--- src/cis_consts.svh ---
// constants for the current input code scaler: offsets, clamp codes,
// thresholds and scaling factors.
// assumes currents arrive as signed microamps and codes leave as 16 bits.
`ifndef CIS_CONSTS_SVH
`define CIS_CONSTS_SVH

// ****************************************
// channel layout
// ****************************************
`define CIS_NCH          8
`define CIS_CH_W         3
`define CIS_CUR_W        18
`define CIS_RANGE_RESET  3'h2

// ****************************************
// current thresholds in microamps
// ****************************************
`define CIS_I_ZERO       18'sh00000
`define CIS_I_4MA        18'sh00fa0
`define CIS_I_20MA       18'sh04e20
`define CIS_I_20MA24     18'sh04f10
`define CIS_I_NEG20MA    (-18'sh04e20)
`define CIS_I_BIP_SHIFT  19'sh04e20

// ****************************************
// scaling factors: code = (mul * i - sub * den) / den
// ****************************************
`define CIS_MUL_FULL     17'h0ffff
`define CIS_MUL_S27      17'h06c00
`define CIS_DEN_16MA     16'h3e80
`define CIS_DEN_20MA     16'h4e20
`define CIS_DEN_40MA     16'h9c40
`define CIS_SUB_FULL     16'h4000
`define CIS_SUB_S27      16'h1b00

// ****************************************
// clamp codes
// ****************************************
`define CIS_CODE_MIN     16'h0000
`define CIS_CODE_MAX     16'hffff
`define CIS_CODE_OVR_4   16'h6db5
`define CIS_CODE_OVR_0   16'h6d52

// ****************************************
// divider geometry
// ****************************************
`define CIS_NUM_W        32
`define CIS_DEN_W        16

`endif

--- src/cis_pkg.sv ---
// types shared by the current input code scaler files.
// assumes nothing of its surroundings.
package cis_pkg;

    // range selector codes held per channel
    typedef enum logic [2:0]
    {
        CIS_RNG_OFF       = 3'b000,
        CIS_RNG_4_20_FULL = 3'b001,
        CIS_RNG_0_20_FULL = 3'b010,
        CIS_RNG_4_20_S27  = 3'b011,
        CIS_RNG_0_20_S27  = 3'b100,
        CIS_RNG_BIPOLAR   = 3'b101
    } cis_range_t;

    // conversion sequencer
    typedef enum logic [0:0]
    {
        CIS_IDLE = 1'b0,
        CIS_DIV  = 1'b1
    } cis_state_t;

endpackage : cis_pkg

--- src/cis_div_if.sv ---
// request and answer wires between the scaler and its divider.
// assumes both ends run on the same clock.
`timescale 1ns/1ps
`include "cis_consts.svh"

interface cis_div_if;
    logic                    start;
    logic [`CIS_NUM_W-1:0]   numer;
    logic [`CIS_DEN_W-1:0]   denom;
    logic                    done;
    logic [`CIS_NUM_W-1:0]   quot;

    modport req  (output start, output numer, output denom, input done, input quot);
    modport calc (input start, input numer, input denom, output done, output quot);
endinterface : cis_div_if

--- src/cis_divider.sv ---
// serial restoring divider, one quotient bit per clock.
// assumes start is only raised while the previous division has finished.
`timescale 1ns/1ps
`include "cis_consts.svh"

module cis_divider
    import cis_pkg::*;
#(
    parameter int NUM_W = `CIS_NUM_W,
    parameter int DEN_W = `CIS_DEN_W
)
(
    input  wire logic clk,
    input  wire logic rst_n,
    input  wire logic ce,
    cis_div_if.calc   div
);

    logic [DEN_W:0]   rem_q;
    logic [NUM_W-1:0] quot_q;
    logic [DEN_W-1:0] den_q;
    logic [5:0]       cnt_q;
    logic             busy_q;
    logic             done_q;
    logic [DEN_W:0]   remShift;
    logic             fits;

    // shift in the next numerator bit and try the subtraction
    assign remShift = {rem_q[DEN_W-1:0], quot_q[NUM_W-1]};
    assign fits     = remShift >= {1'b0, den_q};

    // ****************************************
    // iteration
    // ****************************************
    always_ff @(posedge clk or negedge rst_n)
    begin
        if (!rst_n)
        begin
            rem_q  <= '0;
            quot_q <= '0;
            den_q  <= '0;
            cnt_q  <= '0;
            busy_q <= 1'b0;
            done_q <= 1'b0;
        end
        else if (ce)
        begin
            done_q <= 1'b0;
            if (div.start)
            begin
                rem_q  <= '0;
                quot_q <= div.numer;
                den_q  <= div.denom;
                cnt_q  <= 6'(NUM_W);
                busy_q <= 1'b1;
            end
            else if (busy_q)
            begin
                rem_q  <= fits ? remShift - {1'b0, den_q} : remShift;
                quot_q <= {quot_q[NUM_W-2:0], fits};
                cnt_q  <= cnt_q - 6'h01;
                if (cnt_q == 6'h01)
                begin
                    busy_q <= 1'b0;
                    done_q <= 1'b1; // quotient complete
                end
            end
        end
    end

    assign div.done = done_q;
    assign div.quot = quot_q;

endmodule : cis_divider

--- src/cis_scaler.sv ---
// per-channel current input scaler: turns signed microamp samples into
// range codes, with clamping, overshoot band and overflow alarms.
// assumes samples and settings are synchronous to clk; outputs are not
// back-pressured, the reader takes every code pulse.
//
// How it works
// selector 0 off, 1-5 ranges, resets 2
// 4-20 full: 65535/16 times I minus 16384
// 4-20 full: below 4 mA gives 0
// 4-20 full and bipolar: above 20 mA max
// 0-20 full: code is 65535/20 times I
// 0-20 full: above 20 mA gives 65535
// 0-20 full: below 0 mA gives 0
// 4-20 27648: 27648/16 times I minus 6912
// 4-20 27648: linear up to 20.24 mA
// 4-20 27648: above 20.24 mA 28085, alarm
// 4-20 27648: below 4 mA gives 0
// 0-20 27648: code is 27648/20 times I
// 0-20 27648: linear up to 20.24 mA
// 0-20 27648: above 20.24 mA 27986, alarm
// 0-20 27648: below 0 mA gives 0
// bipolar: 65535/40 times (I plus 20)
// bipolar: below -20 mA gives 0
// scaled results round to nearest code
// alarm held, cleared when back or disabled
`timescale 1ns/1ps
`include "cis_consts.svh"

module cis_scaler
    import cis_pkg::*;
(
    input  wire logic                          clk,
    input  wire logic                          rst_n,
    input  wire logic                          ce,
    input  wire logic                          cfgValid,
    input  wire logic [`CIS_CH_W-1:0]          cfgChan,
    input  wire logic [2:0]                    cfgRange,
    input  wire logic                          sampleValid,
    output logic                               sampleReady,
    input  wire logic [`CIS_CH_W-1:0]          sampleChan,
    input  wire logic signed [`CIS_CUR_W-1:0]  sampleCurrent,
    output logic                               codeValid,
    output logic [`CIS_CH_W-1:0]               codeChan,
    output logic [15:0]                        codeValue,
    output logic [`CIS_NCH-1:0]                overflowAlarm
);

    // ****************************************
    // declarations
    // ****************************************
    cis_range_t                rangeSel_q [`CIS_NCH];
    cis_state_t                state_q;
    logic [`CIS_CH_W-1:0]      pendChan_q;
    logic                      codeValid_q;
    logic [`CIS_CH_W-1:0]      codeChan_q;
    logic [15:0]               codeValue_q;
    logic [`CIS_NCH-1:0]       alarm_q;
    cis_range_t                accRange;
    logic                      accept;
    logic                      chanOff;
    logic                      lowHit;
    logic                      highHit;
    logic                      overHit;
    logic [15:0]               clampCode;
    logic [16:0]               mulC;
    logic [15:0]               denC;
    logic [15:0]               subC;
    logic signed [18:0]        curAdj;
    logic [31:0]               subDen;
    logic signed [39:0]        numS;
    logic                      divFinish;
    logic [15:0]               divCode;
    logic                      cfgLegal;

    cis_div_if div ();

    // ****************************************
    // range settings
    // ****************************************
    assign cfgLegal = cfgRange <= CIS_RNG_BIPOLAR;

    // one selector per channel, illegal codes are ignored
    always_ff @(posedge clk or negedge rst_n)
    begin
        if (!rst_n)
        begin
            for (int i = 0; i < `CIS_NCH; i++)
            begin
                rangeSel_q[i] <= cis_range_t'(`CIS_RANGE_RESET);
            end
        end
        else if (ce && cfgValid && cfgLegal)
        begin
            rangeSel_q[cfgChan] <= cis_range_t'(cfgRange);
        end
    end

    // ****************************************
    // sample decode
    // ****************************************
    assign sampleReady = state_q == CIS_IDLE;
    assign accept      = ce && sampleValid && sampleReady;
    assign accRange    = rangeSel_q[sampleChan];
    assign chanOff     = accRange == CIS_RNG_OFF;

    // clamp decisions per range
    always_comb
    begin
        lowHit    = 1'b0;
        highHit   = 1'b0;
        overHit   = 1'b0;
        clampCode = `CIS_CODE_MIN;
        case (accRange)
            CIS_RNG_4_20_FULL:
            begin
                lowHit  = sampleCurrent < `CIS_I_4MA;
                highHit = sampleCurrent > `CIS_I_20MA;
            end
            CIS_RNG_0_20_FULL:
            begin
                lowHit  = sampleCurrent < `CIS_I_ZERO;
                highHit = sampleCurrent > `CIS_I_20MA;
            end
            CIS_RNG_4_20_S27:
            begin
                lowHit  = sampleCurrent < `CIS_I_4MA;
                overHit = sampleCurrent > `CIS_I_20MA24;
            end
            CIS_RNG_0_20_S27:
            begin
                lowHit  = sampleCurrent < `CIS_I_ZERO;
                overHit = sampleCurrent > `CIS_I_20MA24;
            end
            CIS_RNG_BIPOLAR:
            begin
                lowHit  = sampleCurrent < `CIS_I_NEG20MA;
                highHit = sampleCurrent > `CIS_I_20MA;
            end
            default:
            begin
                lowHit = 1'b0;
            end
        endcase
        if (highHit)
        begin
            clampCode = `CIS_CODE_MAX;
        end
        else if (overHit && accRange == CIS_RNG_4_20_S27)
        begin
            clampCode = `CIS_CODE_OVR_4;
        end
        else if (overHit)
        begin
            clampCode = `CIS_CODE_OVR_0;
        end
    end

    // scaling factors per range
    always_comb
    begin
        mulC = `CIS_MUL_FULL;
        denC = `CIS_DEN_20MA;
        subC = 16'h0000;
        case (accRange)
            CIS_RNG_4_20_FULL:
            begin
                denC = `CIS_DEN_16MA;
                subC = `CIS_SUB_FULL;
            end
            CIS_RNG_4_20_S27:
            begin
                mulC = `CIS_MUL_S27;
                denC = `CIS_DEN_16MA;
                subC = `CIS_SUB_S27;
            end
            CIS_RNG_0_20_S27:
            begin
                mulC = `CIS_MUL_S27;
            end
            CIS_RNG_BIPOLAR:
            begin
                denC = `CIS_DEN_40MA;
            end
            default:
            begin
                denC = `CIS_DEN_20MA;
            end
        endcase
    end

    // numerator of the mapping, with half a divisor added for rounding
    assign curAdj = {sampleCurrent[`CIS_CUR_W-1], sampleCurrent}
                    + ((accRange == CIS_RNG_BIPOLAR) ? `CIS_I_BIP_SHIFT : 19'sh00000);
    assign subDen = 32'(subC) * 32'(denC);
    assign numS   = $signed({{21{curAdj[18]}}, curAdj}) * $signed({23'h000000, mulC})
                    - $signed({8'h00, subDen})
                    + $signed({25'h0000000, denC[15:1]});

    // ****************************************
    // divider hookup
    // ****************************************
    assign div.start = accept && !chanOff && !lowHit && !highHit && !overHit && !numS[39];
    assign div.numer = numS[31:0];
    assign div.denom = denC;

    cis_divider #(
        .NUM_W (`CIS_NUM_W),
        .DEN_W (`CIS_DEN_W)
    ) u_div (
        .clk   (clk),
        .rst_n (rst_n),
        .ce    (ce),
        .div   (div.calc)
    );

    assign divFinish = state_q == CIS_DIV && div.done;
    // floor of the rounded numerator, held to the 16 bit code space
    assign divCode   = (div.quot[31:16] != 16'h0000) ? `CIS_CODE_MAX : div.quot[15:0];

    // ****************************************
    // sequencer
    // ****************************************
    always_ff @(posedge clk or negedge rst_n)
    begin
        if (!rst_n)
        begin
            state_q    <= CIS_IDLE;
            pendChan_q <= '0;
        end
        else if (ce)
        begin
            case (state_q)
                CIS_IDLE:
                begin
                    if (div.start)
                    begin
                        state_q    <= CIS_DIV;
                        pendChan_q <= sampleChan;
                    end
                end
                CIS_DIV:
                begin
                    if (div.done)
                    begin
                        state_q <= CIS_IDLE;
                    end
                end
                default:
                begin
                    state_q <= CIS_IDLE;
                end
            endcase
        end
    end

    // ****************************************
    // code output
    // ****************************************
    always_ff @(posedge clk or negedge rst_n)
    begin
        if (!rst_n)
        begin
            codeValid_q <= 1'b0;
            codeChan_q  <= '0;
            codeValue_q <= '0;
        end
        else if (ce)
        begin
            codeValid_q <= 1'b0;
            if (accept && !chanOff && !div.start)
            begin
                codeValid_q <= 1'b1;
                codeChan_q  <= sampleChan;
                codeValue_q <= clampCode;
            end
            else if (divFinish)
            begin
                codeValid_q <= 1'b1;
                codeChan_q  <= pendChan_q;
                codeValue_q <= divCode;
            end
        end
    end

    // ****************************************
    // overflow alarms
    // ****************************************
    // updated on the edge that issues the code; a set beats a disable
    always_ff @(posedge clk or negedge rst_n)
    begin
        if (!rst_n)
        begin
            alarm_q <= '0;
        end
        else if (ce)
        begin
            if (ce && cfgValid && cfgRange == CIS_RNG_OFF)
            begin
                alarm_q[cfgChan] <= 1'b0;
            end
            if (divFinish)
            begin
                alarm_q[pendChan_q] <= 1'b0;
            end
            if (accept && !div.start)
            begin
                alarm_q[sampleChan] <= overHit && !chanOff;
            end
        end
    end

    assign codeValid     = codeValid_q;
    assign codeChan      = codeChan_q;
    assign codeValue     = codeValue_q;
    assign overflowAlarm = alarm_q;
endmodule : cis_scaler

--- config.mk ---
export PLATFORM = sky130hd
export DESIGN_NAME = cis_scaler
export DESIGN_NICKNAME = d
export VERILOG_FILES = /design/src/cis_pkg.sv /design/src/cis_div_if.sv /design/src/cis_divider.sv /design/src/cis_scaler.sv
export VERILOG_INCLUDE_DIRS = /design/src
export SDC_FILE = /design/constraint.sdc
export NUM_CORES = 1
export LEC_CHECK = 0
export BUFFER_PORTS_ARGS = -buffer_cell sky130_fd_sc_hd__buf_2
export CORE_MARGIN = 1.5
export CORE_UTILIZATION = 60
export CTS_BUF_LIST = sky130_fd_sc_hd__clkbuf_4 sky130_fd_sc_hd__clkbuf_8
export CTS_CLUSTER_SIZE = 30
export DETAILED_ROUTE_END_ITERATION = 12
export GPL_TIMING_DRIVEN = 0
export PLACE_DENSITY = 0.89
export SLEW_MARGIN = 20
export SYNTH_ARGS = -nofsm -noshare
export SYNTH_HDL_FRONTEND = slang
export SYNTH_SLANG_ARGS = --single-unit
--- constraint.sdc ---
create_clock -name clk -period 24.5 [get_ports clk]
set_input_delay 1.225 -clock clk [delete_from_list [all_inputs] [get_ports clk]]
set_output_delay 1.225 -clock clk [all_outputs]
set_load 0.01 [all_outputs]
* Word level (Yosys, flattened, before mapping)
Cells that the tools add are included.
Storage, ports and cells: input port bits 32, word-level logic and storage cells 145, flip-flop bits (word level) 128
Cells by class: multiply operators 2, bitwise operators 7, order comparisons 16, multiplexer cells 51, reductions and logical operators 38, add/sub/neg operators 5, equal/unequal tests 6
Operators with widths (count):
- two-way mux 16 bit | 8
- two-way mux 32 bit | 2
- two-way mux 15 bit | 3
- two-way mux 8 bit | 5
- adder 37 x 16 -> 38 bit | 1
- subtractor 36 x 33 -> 37 bit | 1
- greater-than comparator 18 x 16 -> 1 bit, second input constant | 2
- multiplier 19 x 17 -> 36 bit | 1
- multiplier 16 x 16 -> 32 bit | 1
- case mux 16 bit (2 select lines) | 1
- case mux 15 bit (2 select lines) | 1
- bitwise mux 24 bit | 1
- adder 18 x 16 -> 19 bit | 1
- logical AND 1 bit | 19
- < comparator 18 x 1 -> 1 bit, second input constant | 1
- < comparator 18 x 13 -> 1 bit, second input constant | 1
- < comparator 18 x 16 -> 1 bit, second input constant | 1
- >= comparator 17 x 16 -> 1 bit | 1
- AND 8 bit | 2
- inverter 8 bit | 2
- nonzero test 16 bit | 1
- subtractor 16 bit | 1
- two-way mux 1 bit | 15
- two-way mux 3 bit | 5
- 26 further kinds | 48

* Depth between registers and ports, before layout
depth after elaboration 16, mapped depth 50, depth with buffers taken out 43

* Hierarchy
Synthesis repeated with hierarchy kept, for this count alone.
Second synthesis, totals: cells, all modules 1815, area, all modules 17660.7 sq um
By module, submodules not included:
- cis_scaler | seq. area each 1411.4 sq um, instances 1, area an instance 13501.7 sq um, cells an instance 1392
- cis_divider | seq. area each 1801.7 sq um, instances 1, area an instance 4159.0 sq um, cells an instance 423

* Worst setup path before layout
OpenSTA, ideal clock, no wires.
path type input -> register, start point input port sampleChan[2], end point register pendChan_q[0], data arrival time 10622 ps, setup time 125 ps, setup slack 13753 ps, required time 24375 ps, stages 32, path buffers 3, path through buf_6 -> mux2_1 -> mux4_2 -> nor3_1 -> ha_1 -> o21ai_0 -> nand2b_1 -> a31oi_1 -> o21ai_0 -> inv_1 -> nand2_1 -> inv_1 -> fa_1 -> inv_1 -> fa_1 -> fa_1 -> fa_1 -> inv_1 -> fa_1 -> fa_1 -> ha_1 -> a211oi_1 -> o21ai_0 -> o2111ai_1 -> a31oi_1 -> o21ai_0 -> nand4_1 -> mux2i_1 -> nor2b_1 -> buf_6 -> buf_4 -> mux2_2
Between the ends: longest elaborated chain between the ends 13, elaborated cells on any way between the ends 37, classes of those cells 3 x add/sub; 2 x mul; 5 x eq/ne; 10 x mux; 1 x bitwise; 16 x reduce/logical
Ends and longest elaborated chain:
- start: declaration | RTL line cis_scaler.sv:40 | input wire logic [`CIS_CH_W-1:0] sampleChan,
- inverter 3 -> 4 bit (implied by the code) (*) | RTL line cis_scaler.sv:103 | assign accRange = rangeSel_q[sampleChan];
- binary-select mux 3 bit (select 3 bit) (*) | RTL line cis_scaler.sv:103
- two-way mux 3 bit (implied by the code) (*) (2 in series) | RTL line cis_scaler.sv:103
- == test 3 x 2 -> 1 bit or == test 3 x 1 -> 1 bit (tied branches) | RTL line cis_scaler.sv:164 | case (accRange)
- OR reduction 2 bit (no source line)
- case mux 16 bit (2 select lines) (*) | RTL line cis_scaler.sv:164
- named net denC[15] | RTL line cis_scaler.sv:66 | logic [15:0] denC;
- multiplier 16 x 16 -> 32 bit | RTL line cis_scaler.sv:194 | assign subDen = 32'(subC) * 32'(denC);
- subtractor 36 x 33 -> 37 bit | RTL line cis_scaler.sv:196 | - $signed({8'h00, subDen})
- adder 37 x 16 -> 38 bit (*) | RTL line cis_scaler.sv:197 | + $signed({25'h0000000, denC[15:1]});
- zero test 1 bit (*) | RTL line cis_scaler.sv:202 | assign div.start = accept && !chanOff && !lowHit && !highHit && !overHit && !numS[39];
- logical AND 1 bit (*) | RTL line cis_scaler.sv:202
- AND reduction 3 bit (no source line) (*)
- end signal: assignment | RTL line cis_scaler.sv:238 | pendChan_q <= sampleChan;
- end: declaration | RTL line cis_scaler.sv:53 | logic [`CIS_CH_W-1:0] pendChan_q;
Mark *: on every way through the listed nets, which the timed path passes. The rest lies on a longest branch. The select of a mux whose other input is x is not followed. A chain may end at the register's enable or synchronous reset.

* Worst setup path after layout
start point input port sampleChan[1], end point register codeValue_q[2], in the netlist codeValue[2]
Between the ends: longest elaborated chain between the ends 16, elaborated cells on any way between the ends 44, classes of those cells 3 x add/sub; 2 x mul; 5 x eq/ne; 13 x mux; 1 x bitwise; 20 x reduce/logical
Ends and longest elaborated chain:
- inverter 3 -> 4 bit (implied by the code) (*) | RTL line cis_scaler.sv:103
- binary-select mux 3 bit (select 3 bit) (*) | RTL line cis_scaler.sv:103
- two-way mux 3 bit (implied by the code) (*) (2 in series) | RTL line cis_scaler.sv:103
- == test 3 x 2 -> 1 bit or == test 3 x 1 -> 1 bit (tied branches) | RTL line cis_scaler.sv:164
- OR reduction 2 bit (no source line)
- case mux 16 bit (2 select lines) (*) | RTL line cis_scaler.sv:164
- named net denC[15] | RTL line cis_scaler.sv:66
- multiplier 16 x 16 -> 32 bit | RTL line cis_scaler.sv:194
- subtractor 36 x 33 -> 37 bit | RTL line cis_scaler.sv:196
- adder 37 x 16 -> 38 bit (*) | RTL line cis_scaler.sv:197
- zero test 1 bit (*) | RTL line cis_scaler.sv:202
- logical AND 1 bit (*) | RTL line cis_scaler.sv:202
- zero test 1 bit (*) | RTL line cis_scaler.sv:270 | if (accept && !chanOff && !div.start)
- logical AND 1 bit (*) | RTL line cis_scaler.sv:270
- nonzero test 2 bit (no source line)
- AND reduction 2 bit (no source line)
- end signal: assignment | RTL line cis_scaler.sv:274 | codeValue_q <= clampCode;
- end signal: assignment | RTL line cis_scaler.sv:280 | codeValue_q <= divCode;
- end: declaration | RTL line cis_scaler.sv:56 | logic [15:0] codeValue_q;
Marks and branches as above.

==> flow_metrics.tcl <==
set metrics [dict create \
    final_net_count 2286 \
    tns_ns 0 \
    first_global_vias 13900 \
    htree_levels 4 \
    clock_path_buffers 2 \
    hp-class "register to register" \
    post_cts_resized 0 \
    detail_route.drc_violations 0 \
    post-cts-setup-buffer-count 0 \
    synthAdderAreaFrac_pct 42.4 \
    fmax_ghz 0.0809 \
    r2r_end "codeValue[2]" \
    layout-drive-gt1-share_pct 8.71 \
    crit_path_end_kind "register" \
    ioPinCount 61 \
    grt_start_max_net_pins 75 \
    antenna_found_initial 0 \
    crit_path_start "sampleChan[1]" \
    root_buffer "clkbuf_8" \
    hold-path-cell-count 2 \
    report.final.slew_viol_count 0 \
    finalSetupViolCount 0 \
    numCtsBuffers 17 \
    worstPathMaxFanout 19 \
    cp.required_ns 24.80 \
    vias_per_cell 5.98 \
    grt_overflow 0 \
    timing.rr.start "rangeSel_q[15]" \
    yosys.area.top_type "fa_1" \
    ys_ff_latch 118 \
    start_kind "input port" \
    first_iter_violations 1338 \
    hold_violations 0 \
    ys_async_sr_fraction_pct 100 \
    ff2ff_path_depth 32 \
    ys_top_cells_by_area "fa_1, dfrtp_1, ha_1" \
    period_minus_slack_ns 12.36 \
    cts_tree "done" \
    io_buffer_count 56 \
    wire_per_inst_um 19.2 \
    mappedNetlistArea_mm2 0.0165 \
    grt_use_total_pct 30.8 \
    cts-hold-fix-buffers 0 \
    synthMuxAreaShare_pct 3.97 \
    whs_endpoint "codeValue[11]" \
    rsz0062_at_grt "no" \
    row_count 60 \
    grt_pass1_wl_um 69000 \
    synthSimpleGateAreaFrac_pct 10.5 \
    cts.sinks 118 \
    clk_latency_ns 0.45 \
    synth_top_family_by_area "adder cells" \
    synth_compound_area_share_pct 12.1 \
    hp-start "codeValue[11]" \
    synth_cell_types 75 \
    synthCells 1749 \
    ant_nets 0 \
    crit_top_cell "fa_1" \
    dp_hpwl_um 34900 \
    clk_pin_slew_ns 0.08 \
    cp_slowest_stage_delay_ns 0.90 \
    die_area_mm2 0.0286 \
    ys_warn_count 0 \
    worst_ep_arrival_time_ns 12.66 \
    drtPass1Iterations 7 \
    die_w_um 169 \
    nFillCells 2015 \
    wl_um 42200 \
    coreArea_mm2 0.0270 \
    outcome "finished clean" \
    dp_slack_ns 11.99 \
    slew_headroom_pct 26.9 \
    finalWorstSetupSlack_ns 12.14 \
    gp_congestion 0.982 \
    maxCapViolations 0 \
    skew_ns 0.0148 \
    syn_avg_cell_area_um2 9.45 \
    crit_slowest_cell "inv_1" \
    synth_top_cell_area_share_pct 30.6 \
    worst_pin_slew_ns 1.09 \
    ff2ff_setup_slack_ns 12.88 \
    initial_core_util_pct 61.2 \
    finalCritPeriodShare_pct 50.4 \
    via_count 13200 \
    area_growth_pct 7.55 \
    die_y_um 169 \
    antenna_cells 0 \
    synthXorXnorAreaFrac_pct 3.07 \
    yosys_most_used_dff "dfrtp_1" \
    ys_seq_area_share_pct 17.9 \
    crit_type "input port to register" \
    synth-edff-count 0 \
]
## worst max-delay path by stage
stage | to
after detailed placement | codeValue[0]
after CTS | codeValue[0]
after global routing | codeValue[0]
after global placement | codeValue[0]
after floorplan | pendChan_q[0]
final | codeValue[2]
## cell families after synthesis
family                   count (synthesis)
buffers and inverters                  430
adder cells (fa/ha/maj)                408
AND/OR/NAND/NOR                        363
AO/OA/AOI/OAI                          312
flip-flops                             118
XOR/XNOR                                58
multiplexers                            58
other                                    2
## final cells by class
class | count | area (um^2) | area share, %
Timing Repair Buffer | 58 | 325 | 1.83
Inverter | 382 | 1430 | 8.06
Tap cell | 341 | 427 | 2.40
Buffer | 48 | 235 | 1.32
Multi-Input combinational cell | 1221 | 12000 | 67.4
Sequential cell | 118 | 2960 | 16.7
Clock buffer | 18 | 241 | 1.36
Clock inverter | 14 | 166 | 0.936
## state kept, by name, summed over array words and instances, names as in the netlist
name and count:
codeChan 3, codeValid 1, codeValue 16, overflowAlarm 8
pendChan_q 3, rangeSel_q 24, state_q 1, u_div.busy_q 1
u_div.cnt_q 6, u_div.den_q 6, u_div.div.done 1, u_div.div.quot 32
u_div.rem_q 16
## Yosys cell counts (20+ instances only)
cell type	instances
nor2_1	88
inv_1	381
mux2_2	20
clkbuf_1	31
a211oi_1	26
xor2_1	23
mux2i_1	33
nand2b_1	21
o21ai_0	85
fa_1	253
ha_1	155
xnor2_1	35
nand2_1	122
dfrtp_1	110
a21oi_1	91
nor3_1	23
## worst max-delay path, delay by kind of cell
| family | cells | cell delay [ns] |
|---|---|---|
| AOI/OAI and AO/OA | 12 | 3.33 |
| buffers and inverters | 8 | 2.45 |
| muxes | 1 | 0.17 |
| and+or+nand+nor | 5 | 1.60 |
| adders and majority gates | 8 | 3.85 |
## cells in the final DEF, fill, tap and decap left out, types with 14 or more instances in the layout
cell	n
a21oi_1	91
nor3_1	22
inv_1	381
mux2i_1	33
fa_1	253
mux2_2	20
nand2_1	122
buf_2	63
a21o_1	14
dfrtp_1	110
nand2b_1	21
xnor2_1	35
nand3_1	19
o21ai_0	85
conb_1	22
nor2_1	87
clkbuf_8	17
a211oi_1	26
and2_1	16
clkbuf_1	31
and3_1	14
ha_1	155
xor2_1	23
## through the flow
step | hold slack, ns | utilization (%) | cell area, um^2 | std cells
3_5_place_dp | 0.465 | 64.3 | 17400 | 2168
2_1_floorplan | 0.440 | - | 16600 | 1769
5_1_grt | 0.499 | 65.8 | 17800 | 2200
3_3_place_gp | 0.457 | 64.1 | 17300 | 2166
6_report | 0.476 | 65.8 | 17800 | 2200
4_1_cts | 0.483 | 65.8 | 17800 | 2200
## routing by layer
layer / global-route usage, % / vias up / wire length (um)
met5: 0 / - / 0
met4: 12.2 / 0 / 1630
met3: 4.91 / 126 / 3060
met2: 53.1 / 644 / 20900
met1: 39.2 / 6578 / 16600
li1: - / 5813 / -
Power is not shown: default switching activity piles up to over one toggle a cycle in this logic, so the estimate is an artifact.
